[config.mk]
export PLATFORM = sky130hd
export DESIGN_NAME = peripheral_irq_flag_enable_bank
export DESIGN_NICKNAME = d
export VERILOG_FILES = /design/src/irq_bank_pkg.sv /design/src/peripheral_irq_flag_enable_bank.sv
export SDC_FILE = /design/constraint.sdc
export NUM_CORES = 1
export LEC_CHECK = 0
export BUFFER_PORTS_ARGS = -buffer_cell sky130_fd_sc_hd__buf_2
export CAP_MARGIN = 20
export CELL_PAD_IN_SITES_DETAIL_PLACEMENT = 0
export CELL_PAD_IN_SITES_GLOBAL_PLACEMENT = 1
export CORE_MARGIN = 2
export CORE_UTILIZATION = 38
export CTS_BUF_LIST = sky130_fd_sc_hd__clkbuf_16
export DETAILED_ROUTE_END_ITERATION = 10
export PLACE_DENSITY_LB_ADDON = 0.1
export SYNTH_ARGS = -nofsm -noshare
export SYNTH_HDL_FRONTEND = slang
export SYNTH_SLANG_ARGS = --single-unit
[constraint.sdc]
create_clock -name clk -period 4.3 [get_ports clk]
set_input_delay 0.86 -clock clk [delete_from_list [all_inputs] [get_ports clk]]
set_output_delay 0.86 -clock clk [all_outputs]
set_load 0.02 [all_outputs]
[src/irq_bank_pkg.sv]
package irq_bank_pkg;

   // ---------------------------------------------------------
   // Register map (byte addresses, one 32-bit word each)
   // ---------------------------------------------------------
   localparam int         ADDR_W         = 5;
   localparam logic [4:0] OFS_FLAGS_TWO  = 5'h00;
   localparam logic [4:0] OFS_FLAGS_THR  = 5'h04;
   localparam logic [4:0] OFS_EN_ONE     = 5'h08;
   localparam logic [4:0] OFS_EN_TWO     = 5'h0C;
   localparam logic [4:0] OFS_EN_THR     = 5'h10;
   localparam logic [4:0] OFS_CONTROL    = 5'h14;

   // ---------------------------------------------------------
   // Field layout and reset values
   // ---------------------------------------------------------
   localparam int         CTRL_PRIO_BIT  = 7;
   localparam int         CTRL_GLOB_BIT  = 6;
   localparam logic [7:0] CTRL_MASK      = 8'hC0;
   localparam logic [7:0] TWO_IMPL       = 8'hFB;
   localparam logic [7:0] THR_SW_BITS    = 8'hCF;
   localparam logic [7:0] SYNC_TWO_BITS  = 8'hC0;
   localparam logic [7:0] SER_TWO_BITS   = 8'h30;
   localparam logic [7:0] PARALLEL_BIT   = 8'h80;
   localparam logic [7:0] REG_RESET      = 8'h00;
   localparam int         PINS_SYNC_TWO  = 100;
   localparam int         PINS_SER_TWO   = 80;
   localparam int         PINS_PARALLEL  = 100;

   // ---------------------------------------------------------
   // Carriers
   // ---------------------------------------------------------
   typedef struct packed {
      logic              read;
      logic              write;
      logic [ADDR_W-1:0] address;
      logic [3:0]        byteenable;
      logic [31:0]       writedata;
   } avs_req_t;

   typedef struct packed {
      logic osc_fail;
      logic comparator_change;
      logic network_module;
      logic collision_one;
      logic timer_three_overflow;
      logic capcmp_two;
      logic sync_port_two;
      logic collision_two;
      logic timer_four_match;
      logic capcmp_five;
      logic capcmp_four;
      logic capcmp_three;
   } irq_events_t;

endpackage : irq_bank_pkg

[src/peripheral_irq_flag_enable_bank.sv]
`timescale 1ns/100ps

// Summary of operation
// - Oscillator failure sets flags_two bit 7; held until software clears.
// - Comparator input change sets flags_two bit 6; held until written zero.
// - Network module event sets flags_two bit 5; source in module's own reg.
// - Collisions set flags_two bit 3 and flags_three bit 6; software clears.
// - Bit 2 of flags_two and enables_two reads zero, writes ignored.
// - Timer three overflow sets flags_two bit 1 until cleared.
// - Capture or compare sets flags_two bit 0; unused in PWM mode.
// - Capcmp five, four, three set bits 2..0 of flags_three; not in PWM.
// - Sync port two completion sets flags_three bit 7; software clears.
// - Flags_three bit 5 read-only, mirrors serial two receive buffer full.
// - Flags_three bit 4 read-only, mirrors serial two transmit buffer empty.
// - Timer four period match sets flags_three bit 3 until cleared.
// - Sync port two bits only at 100 pins; serial two at 80 or 100.
// - Without priority scheme, no request passes unless global enable set.
// - Enables_one holds one enable per source, bit 7 down to bit 0.
// - Parallel port enable exists at 100 pins in microcontroller mode only.
// - Enables_two mirrors flags_two layout; one enables the source.
// - Enables_three mirrors flags_three layout; one enables the source.
// - Flags set on their condition regardless of any enable bit.
// - Priority enable bit one selects two levels; zero single level.
module peripheral_irq_flag_enable_bank #(
   parameter int PIN_COUNT = 100
) (
   input  wire logic                     clk,
   input  wire logic                     rstn,
   input  wire irq_bank_pkg::avs_req_t   avs_req,
   output logic [31:0]                   avs_readdata,
   output logic                          avs_waitrequest,
   input  wire irq_bank_pkg::irq_events_t evt,
   input  wire logic [3:0]               capcmp_pwm_mode,
   input  wire logic                     serial_two_rx_full,
   input  wire logic                     serial_two_tx_empty,
   input  wire logic [7:0]               periph_flags_one,
   input  wire logic                     micro_mode,
   output logic                          periph_irq,
   output logic                          priority_scheme_en,
   output logic                          peripheral_global_irq_en
);
   import irq_bank_pkg::*;

   // ---------------------------------------------------------
   // Variant masks
   // ---------------------------------------------------------
   // Bits absent on a smaller variant read zero and never set.
   localparam logic [7:0] THR_VARIANT =
      ((PIN_COUNT >= PINS_SYNC_TWO) ? SYNC_TWO_BITS : 8'h00) |
      ((PIN_COUNT >= PINS_SER_TWO)  ? SER_TWO_BITS  : 8'h00) |
      ~(SYNC_TWO_BITS | SER_TWO_BITS);
   localparam logic PAR_VARIANT = (PIN_COUNT >= PINS_PARALLEL);

   typedef struct packed {
      logic [7:0]  flags_two;
      logic [7:0]  flags_thr;
      logic [7:0]  en_one;
      logic [7:0]  en_two;
      logic [7:0]  en_thr;
      logic [7:0]  control;
      logic        ack;
      logic [31:0] rdata;
   } state_t;

   state_t     st_ff;
   state_t     nxt_st;
   logic [1:0] rst_sync_ff;
   logic       rst_n;
   logic [7:0] evt_two;
   logic [7:0] evt_thr;
   logic [7:0] flags_thr_view;
   logic [7:0] en_one_mask;
   logic [7:0] pend;
   logic       req;
   logic       wr_take;
   logic       wr_lane;

   // ---------------------------------------------------------
   // Reset release
   // ---------------------------------------------------------
   always_ff @(posedge clk or negedge rstn) begin
      if (!rstn) begin
         rst_sync_ff <= 2'b00;
      end else begin
         rst_sync_ff <= {rst_sync_ff[0], 1'b1};
      end
   end
   assign rst_n = rst_sync_ff[1];

   // ---------------------------------------------------------
   // Event mapping
   // ---------------------------------------------------------
   always_comb begin
      evt_two = {evt.osc_fail,
                 evt.comparator_change,
                 evt.network_module,
                 1'b0,
                 evt.collision_one,
                 1'b0,
                 evt.timer_three_overflow,
                 evt.capcmp_two & ~capcmp_pwm_mode[0]};
      evt_thr = {evt.sync_port_two,
                 evt.collision_two,
                 2'b00,
                 evt.timer_four_match,
                 evt.capcmp_five & ~capcmp_pwm_mode[3],
                 evt.capcmp_four & ~capcmp_pwm_mode[2],
                 evt.capcmp_three & ~capcmp_pwm_mode[1]};
      evt_thr = evt_thr & THR_VARIANT;
   end

   // Read-only buffer status lives in the serial port itself.
   assign flags_thr_view = ((st_ff.flags_thr & THR_SW_BITS) |
                            ({2'b00, serial_two_rx_full,
                              serial_two_tx_empty, 4'h0}))
                           & THR_VARIANT;

   // Parallel port enable only counts in microcontroller mode.
   assign en_one_mask = (PAR_VARIANT && micro_mode) ?
                        8'hFF : ~PARALLEL_BIT;

   // ---------------------------------------------------------
   // Avalon-MM slave: one wait state on every access
   // ---------------------------------------------------------
   assign req             = avs_req.read | avs_req.write;
   assign avs_waitrequest = req & ~st_ff.ack;
   assign wr_take         = avs_req.write & st_ff.ack;
   assign wr_lane         = wr_take & avs_req.byteenable[0];

   always_comb begin
      nxt_st     = st_ff;
      nxt_st.ack = req & ~st_ff.ack;

      // Set wins over a clear in the same cycle.
      nxt_st.flags_two = st_ff.flags_two | evt_two;
      nxt_st.flags_thr = (st_ff.flags_thr | evt_thr)
                         & THR_SW_BITS;

      if (wr_lane) begin
         unique case (avs_req.address)
            OFS_FLAGS_TWO: nxt_st.flags_two =
               (avs_req.writedata[7:0] & TWO_IMPL) | evt_two;
            OFS_FLAGS_THR: nxt_st.flags_thr =
               ((avs_req.writedata[7:0] & THR_VARIANT) | evt_thr)
               & THR_SW_BITS;
            OFS_EN_ONE: nxt_st.en_one =
               avs_req.writedata[7:0] & en_one_mask;
            OFS_EN_TWO: nxt_st.en_two =
               avs_req.writedata[7:0] & TWO_IMPL;
            OFS_EN_THR: nxt_st.en_thr =
               avs_req.writedata[7:0] & THR_VARIANT;
            OFS_CONTROL: nxt_st.control =
               avs_req.writedata[7:0] & CTRL_MASK;
            default: ;
         endcase
      end

      // Read data is staged during the wait state.
      nxt_st.rdata = 32'h0000_0000;
      if (avs_req.read && !st_ff.ack) begin
         unique case (avs_req.address)
            OFS_FLAGS_TWO: nxt_st.rdata[7:0] = st_ff.flags_two;
            OFS_FLAGS_THR: nxt_st.rdata[7:0] = flags_thr_view;
            OFS_EN_ONE:    nxt_st.rdata[7:0] = st_ff.en_one;
            OFS_EN_TWO:    nxt_st.rdata[7:0] = st_ff.en_two;
            OFS_EN_THR:    nxt_st.rdata[7:0] = st_ff.en_thr;
            OFS_CONTROL:   nxt_st.rdata[7:0] = st_ff.control;
            default:       nxt_st.rdata = 32'h0000_0000;
         endcase
      end else if (st_ff.ack) begin
         nxt_st.rdata = st_ff.rdata;
      end
   end

   always_ff @(posedge clk or negedge rst_n) begin
      if (!rst_n) begin
         st_ff <= '{flags_two: REG_RESET, flags_thr: REG_RESET,
                    en_one: REG_RESET, en_two: REG_RESET,
                    en_thr: REG_RESET, control: REG_RESET,
                    ack: 1'b0, rdata: 32'h0000_0000};
      end else begin
         st_ff <= nxt_st;
      end
   end

   // ---------------------------------------------------------
   // Request to the core
   // ---------------------------------------------------------
   assign priority_scheme_en       = st_ff.control[CTRL_PRIO_BIT];
   assign peripheral_global_irq_en = st_ff.control[CTRL_GLOB_BIT];
   assign avs_readdata             = st_ff.rdata;

   // Enables gate only the request, never the flags.
   assign pend = (periph_flags_one & st_ff.en_one & en_one_mask) |
                 (st_ff.flags_two & st_ff.en_two & TWO_IMPL) |
                 (flags_thr_view & st_ff.en_thr);

   // In priority mode the level selection sits downstream.
   assign periph_irq = (|pend) &
                       (priority_scheme_en |
                        peripheral_global_irq_en);
endmodule : peripheral_irq_flag_enable_bank

==> results of run 1 <==
## synthesized netlist by cell type, types with 3 or more instances
cell,n,area [um^2]
nor2_2,3,18.8
dfrtp_1,49,1230
mux2_1,18,203
a221o_1,6,60.1
inv_1,11,41.3
nand3b_1,8,60.1
o2bb2ai_1,5,43.8
clkbuf_1,4,15.0
a22oi_1,7,52.6
nand3_1,6,30.0
mux2i_1,13,130
buf_4,32,240
nand2_1,24,90.1
o21ai_1,25,125
or4b_1,3,30.0
nor2_1,6,22.5
buf_2,4,20.0
## worst paths after layout
| path | to | depth (start not counted) | slack (ns) | start |
|---|---|---|---|---|
| max reg2reg | st_ff[77]$_DFFE_PN0P_ | 3 | 1.88 | st_ff[32]$_DFF_PN0_ |
| min in group clk | rst_sync_ff[1]$_DFF_PN0_ | 0 | 0.35 | rst_sync_ff[0]$_DFF_PN0_ |
| max | periph_irq | 6 | 1.35 | serial_two_rx_full |
| min reg2reg | st_ff[55]$_DFFE_PN0P_ | 0 | 0.11 | rst_sync_ff[1]$_DFF_PN0_ |
| max in group asynchronous | avs_readdata[5]$_DFFE_PN0P_ | 1 | 3.70 | rst_sync_ff[1]$_DFF_PN0_ |
| min | st_ff[55]$_DFFE_PN0P_ | 0 | 0.11 | rst_sync_ff[1]$_DFF_PN0_ |
## worst max-delay path: stages
cell and delay, ns:
buf_2 0.11, a22o_1 0.22, a221oi_1 0.21, nand3_1 0.16
o32a_1 0.37, buf_2 0.16
## cell type report
cell class                 count  area share (%)
clock buffer                   5            4.26
clock inverter                 3           0.597
inverter                      11            1.41
multi-input combinational    167            38.2
sequential                    49            41.8
tap                           77            3.28
timing repair buffer          58            10.5
## power by group
| group | internal [uW] | switching (uW) | total, uW |
|---|---|---|---|
| Sequential | 488 | 26.7 | 515 |
| Combinational | 49.9 | 78.5 | 128 |
| Clock | 214 | 169 | 382 |
| Total | 752 | 274 | 1030 |
## flip-flops by register name, indices dropped and copies added, names as in the netlist
name	flops
st_ff	37
avs_readdata	8
rst_sync_ff	2
priority_scheme_en	1
peripheral_global_irq_en	1
## kinds of logic after synthesis
| group | count (synthesis) |
|---|---|
| flops | 49 |
| simple gates | 57 |
| mux | 31 |
| other cells | 2 |
| buf+inv | 51 |
| compound gates | 54 |
## layer usage
metal  track usage, %  vias to the layer above
met4             5.11                        0
met3             3.62                        8
met2             30.7                       56
met5                0                        -
met1             26.4                      988
li1                 -                      920
## per-stage QoR
step | total power (uW) | worst slack (ns) | instance area (um^2) | util (%)
2_1_floorplan | 614 | 1.66 | 2660 | -
3_3_place_gp | 650 | 1.31 | 2770 | 42.9
3_5_place_dp | 651 | 1.33 | 2770 | 42.9
4_1_cts | 1030 | 1.33 | 2920 | 45.2
5_1_grt | 1070 | 1.29 | 2940 | 45.5
6_report | 1030 | 1.35 | 2940 | 45.5
==> results.ini, run 1 <==
[drt]
wl_met3_um=295
drt-total-wl_mm=6.77
drtIter0Drc=125
drtAntennaViolNets=0
wl_met1_mm=3.12
first_pass_iters=5
vias=1972
viasPerCell=5.33
drc=0
routed.top_layer=met4
dr_wl_met2_mm=3.27
detail_route.wl_per_cell_um=18.3

[power_and_ir_drop]
power.leakage_uw=0.00141
powerDensity_mw_per_mm2=349
vdd.ir_drop.worst_v=0.000183

[layout]
multiInputGateArea_mm2=0.00112
diodes=0
seqCellArea_mm2=0.00123
fill_cells=657
final_common_cell=buf_2
drive_gt1_share_pct=24.6
final_cell_mix=56 x buf_2, 48 x dfrtp_1, 25 x o21ai_1, 25 x conb_1, 24 x nand2_1
layoutNonFillerInstCount=370
syn_to_final_growth_pct=14.2
fin_nets=364

[sta]
timing.hold.ws_ns=0.113
finalSetupTns_ns=0
max_clock_freq_mhz=339
rsz0062_at_grt=no
tightestPinTransition_ns=1.05
finClkSkew_ns=0.00600
fin_crit_sh_pct=68.7
period_minus_slack_ns=2.95
setup_violations=0
maxSlewHeadroom_pct=30.0
slew_violations=0
finalHoldViolCount=0

[synth]
syn_inst=244
ys_ff_latch=49
yosys.area_share.xor_xnor_pct=0
muxShareOfSynthArea_pct=12.9
synth_fa_ha_area_share_pct=0
synthArstFlopShare_pct=100
netlist_area_mm2=0.00257
avgSynthCellArea_um2=10.5
synth_top_family_by_area=compound AO/OA/AOI/OAI gates
yosysSeqAreaShare_pct=47.7
synthFlopType=dfrtp_1
synthSimpleGateAreaFrac_pct=12.3
ys_warn_count=0
synth_edf_count=0
synth.distinct_cells=31
synth-compound-area-share_pct=14.5

[clock_tree]
insertion_delay_ns=0.28
clk_pin_slew_worst_paths_ns=0.07
clockBufferDepth=2
cts_htree_levels=2
numClockSinks=49
cts_tree=built
ctsResizeCount=0
cts_buffers=5
postCtsSetupRepairBufs=0
cts-root-buf=clkbuf_16
hold_buffers=0

[critical_path]
worstPathMaxFanout=2
critPathArrivalTime_ns=2.09
startpoint_type=input port
endpoint_kind=primary output
required_ns=3.44
critPathKind=input port to primary output

[run_status]
outcome=finished, final reports clean

[placement]
place_hpwl_mm=4.71
io_buffer_count=56
globalplace.congestion=0.806
dp.cells=361

[worst_hold_path]
hp-class=flop to async pin

[global_route]
antenna_found_initial=0
gr-usage-all-layers_pct=19.0
grt_first_pass_wirelength_mm=10.6
gr-total-overflow=0
grt_max_degree=48
grt_pass1_vias=1940

[floorplan]
die_x_um=86.3
initial_core_util_pct=39.8
pin_count=108
fp.coreArea_mm2=0.00646
die_h_um=86.3
die-area_mm2=0.00744
rows=29

[flow_run]
cap_violations=0

(Power assumes the default switching activity.)
==> run 2, diff against run 1 <==
ABC_AREA = 1   (was not set)
CORE_UTILIZATION = 32   (was 38)
clock period = 2.4 ns   (was 4.3 ns; I/O delays follow)
==> run 2 against run 1 <==
Total power increased by 86%. Final area increased by 12%. First-iteration DRC count decreased by 34%. Final cell count increased by 42%. Flip-flop and latch count unchanged. Global-route usage decreased by 1.8 points. Via count increased by 24%. Clock power increased by 77%. Largest cell class is now multi-input combinational cells. Critical endpoint unchanged. Clock-buffer cell count unchanged. Worst setup slack got worse by 0.82 ns.
==> results.ini, run 2 <==
[clock_tree]
cts_htree_levels=2  ; unchanged
clk_pin_slew_worst_paths_ns=0.07  ; about the same
cts-root-buf=clkbuf_16
hold_buffers=1  ; +1
cts_tree=built
insertion_delay_ns=0.29  ; about the same
ctsResizeCount=0  ; unchanged
numClockSinks=49  ; unchanged
postCtsSetupRepairBufs=0  ; unchanged
clockBufferDepth=2  ; unchanged
cts_buffers=5  ; unchanged

[synth]
avgSynthCellArea_um2=7.92  ; -25%
synth_fa_ha_area_share_pct=0  ; unchanged
yosysSeqAreaShare_pct=42.7  ; -5.0 points
synth-compound-area-share_pct=10.5  ; -4.0 points
yosys.area_share.xor_xnor_pct=0  ; unchanged
synth_edf_count=0  ; unchanged
synth.top_cell.area_share_pct=42.7  ; -5.0 points
synthFlopType=dfrtp_1
synth_area_leader_cell=dfrtp_1
yosysMostFrequentCell=nand2_1
synth.distinct_cells=29  ; -6.5%
yosys-top-cells-count=102 x nand2_1, 49 x dfrtp_1, 34 x nand4_1
ys_ff_latch=49  ; unchanged
ys_warn_count=0  ; unchanged
netlist_area_mm2=0.00287  ; +12%
synth_top_family_by_area=simple AND/OR/NAND/NOR gates
synthArstFlopShare_pct=100  ; unchanged
muxShareOfSynthArea_pct=0  ; -13 points
synthTopCellsByArea=dfrtp_1 43%, nand2_1 13%, buf_4 8.6%
syn_inst=363  ; +49%
synthSimpleGateAreaFrac_pct=31.1  ; +19 points

[sta]
slew_violations=0  ; unchanged
timing.hold.ws_ns=0.0527  ; -0.0606 ns
fin_crit_sh_pct=78.1
setup_violations=0  ; unchanged
period_minus_slack_ns=1.87
finalHoldViolCount=0  ; unchanged
max_clock_freq_mhz=534
finalSetupTns_ns=0  ; unchanged
finClkSkew_ns=0.00940  ; +0.00340 ns
rsz0062_at_grt=no

[layout]
final_cell_mix=102 x nand2_1, 56 x buf_2, 48 x dfrtp_1
regMostFlops=st_ff
drive_gt1_share_pct=23.3  ; -1.3 points
syn_to_final_growth_pct=14.4
fin_nets=487  ; +34%
final_common_cell=nand2_1
largest_register_ffs=37  ; unchanged
diodes=0  ; unchanged

[drt]
viasPerCell=4.67  ; -12%
drc=0  ; unchanged
drtIter0Drc=83  ; -34%
drt-total-wl_mm=7.98  ; +18%
drtAntennaViolNets=0  ; unchanged
detail_route.wl_per_cell_um=15.2  ; -17%
first_pass_iters=5  ; unchanged
vias=2449  ; +24%

[critical_path]
max_stage_delay_ns=0.42  ; +0.05 ns
worstPathMaxFanout=3  ; +1
cp_slowest_cell=dfrtp_1
startpoint_type=flop
critPathKind=flop to primary output
endpoint_kind=primary output
worstPathCellList=nand2_1, nand4_1, nor2_1, a31oi_1, buf_2
critPathArrivalTime_ns=1.39  ; -0.70 ns
required_ns=1.92  ; -1.52 ns

[power_and_ir_drop]
power.leakage_uw=0.00172  ; +23%
powerDensity_mw_per_mm2=582  ; +67%
vdd.ir_drop.worst_v=0.000292  ; +59%

[floorplan]
initial_core_util_pct=33.0  ; -6.9 points
rows=34  ; +17%
die-area_mm2=0.00976  ; +31%
die_h_um=98.8  ; +15%
fp.coreArea_mm2=0.00872  ; +35%
pin_count=108  ; unchanged
die_x_um=98.8  ; +15%

[global_route]
grt_pass1_vias=2437  ; +26%
antenna_found_initial=0  ; unchanged
grt_max_degree=47  ; -2.1%
grt_first_pass_wirelength_mm=13.1  ; +24%
gr-usage-all-layers_pct=17.2  ; -1.8 points
gr-total-overflow=0  ; unchanged

[placement]
place_hpwl_mm=5.98  ; +27%
io_buffer_count=56  ; unchanged
globalplace.congestion=0.786  ; -2.5%

[run_status]
outcome=finished, final reports clean

[flow_run]
cap_violations=0  ; unchanged

[worst_hold_path]
hp-class=flop to async pin

## run 2: cell types whose count changed in the layout (fill, tap and decap cells not counted), sizes merged, moves of 5 or more
cell     delta
mux2       -18
nor2       +14
nand4      +32
buf         +7
nand2      +81
o2bb2ai     -5
mux2i      -13
inv        +25
nand3      +11
a221o       -6
a21oi       +7
a22oi       -7
o21ai      +12
nand3b      -7
## run 2: final timing paths
| path | from | to | slack (ns) | depth (start not counted) |
|---|---|---|---|---|
| setup / recovery | st_ff[74]$_DFF_PN0_ | periph_irq | 0.53 | 5 |
| min in group clk | rst_sync_ff[0]$_DFF_PN0_ | rst_sync_ff[1]$_DFF_PN0_ | 0.35 | 0 |
| max in group asynchronous | rstn | rst_sync_ff[1]$_DFF_PN0_ | 1.80 | 2 |
| setup reg to reg | st_ff[32]$_DFF_PN0_ | st_ff[64]$_DFFE_PN0P_ | 0.61 | 6 |
| hold / removal | rst_sync_ff[1]$_DFF_PN0_ | st_ff[78]$_DFF_PN0_ | 0.05 | 0 |
| hold reg to reg | rst_sync_ff[1]$_DFF_PN0_ | st_ff[78]$_DFF_PN0_ | 0.05 | 0 |
## run 2: report_power, final
group / internal [uW] / switching [uW] / leakage (uW)
sequential: 879 / 46.8 / 0.000593
combinational: 101 / 208 / 0.00105
clock: 376 / 302 / 0.0000738
total: 1360 / 557 / 0.00172
## run 2: worst max-delay path, delay by kind of cell, from the launching register on
| family | cells | cell delay (ns) |
|---|---|---|
| and+or+nand+nor | 3 | 0.42 |
| buffers and inverters | 1 | 0.17 |
| DFF | 1 | 0.42 |
| AOI/OAI and AO/OA | 1 | 0.11 |
## run 2: logic make-up after synthesis
family                 after synthesis
AOI/OAI and AO/OA                   51
buffers and inverters               78
and+or+nand+nor                    183
other                                2
DFF                                 49
## run 2: cell type report
class / instances / area, um^2
Clock buffer: 5 / 125
Clock inverter: 3 / 11.3
Fill cell: 948 / 5430
Inverter: 34 / 128
Multi-Input combinational cell: 259 / 1290
Sequential cell: 49 / 1230
Tap cell: 108 / 135
Timing Repair Buffer: 66 / 370
## run 2: through the flow
stage                     instance area [um^2]  setup slack [ns]  utilization, %  instances  total power (uW)
after floorplan                           2960             0.871               -        386              1160
after global placement                    3140             0.462            36.0        515              1250
after detailed placement                  3140             0.468            36.0        515              1250
after CTS                                 3290             0.504            37.7        524              1940
after global routing                      3290             0.412            37.7        524              2030
final                                     3290             0.526            37.7        524              1910
## run 2: metal layers
metal / routed length, um / global-route usage (%) / up-vias / share of wire, %
met4: 72 / 4.64 / 0 / 0.90
li1: - / - / 1256 / -
met3: 430 / 2.70 / 4 / 5.4
met1: 4050 / 25.4 / 1117 / 51
met5: 0 / 0 / - / 0
met2: 3420 / 26.4 / 72 / 43
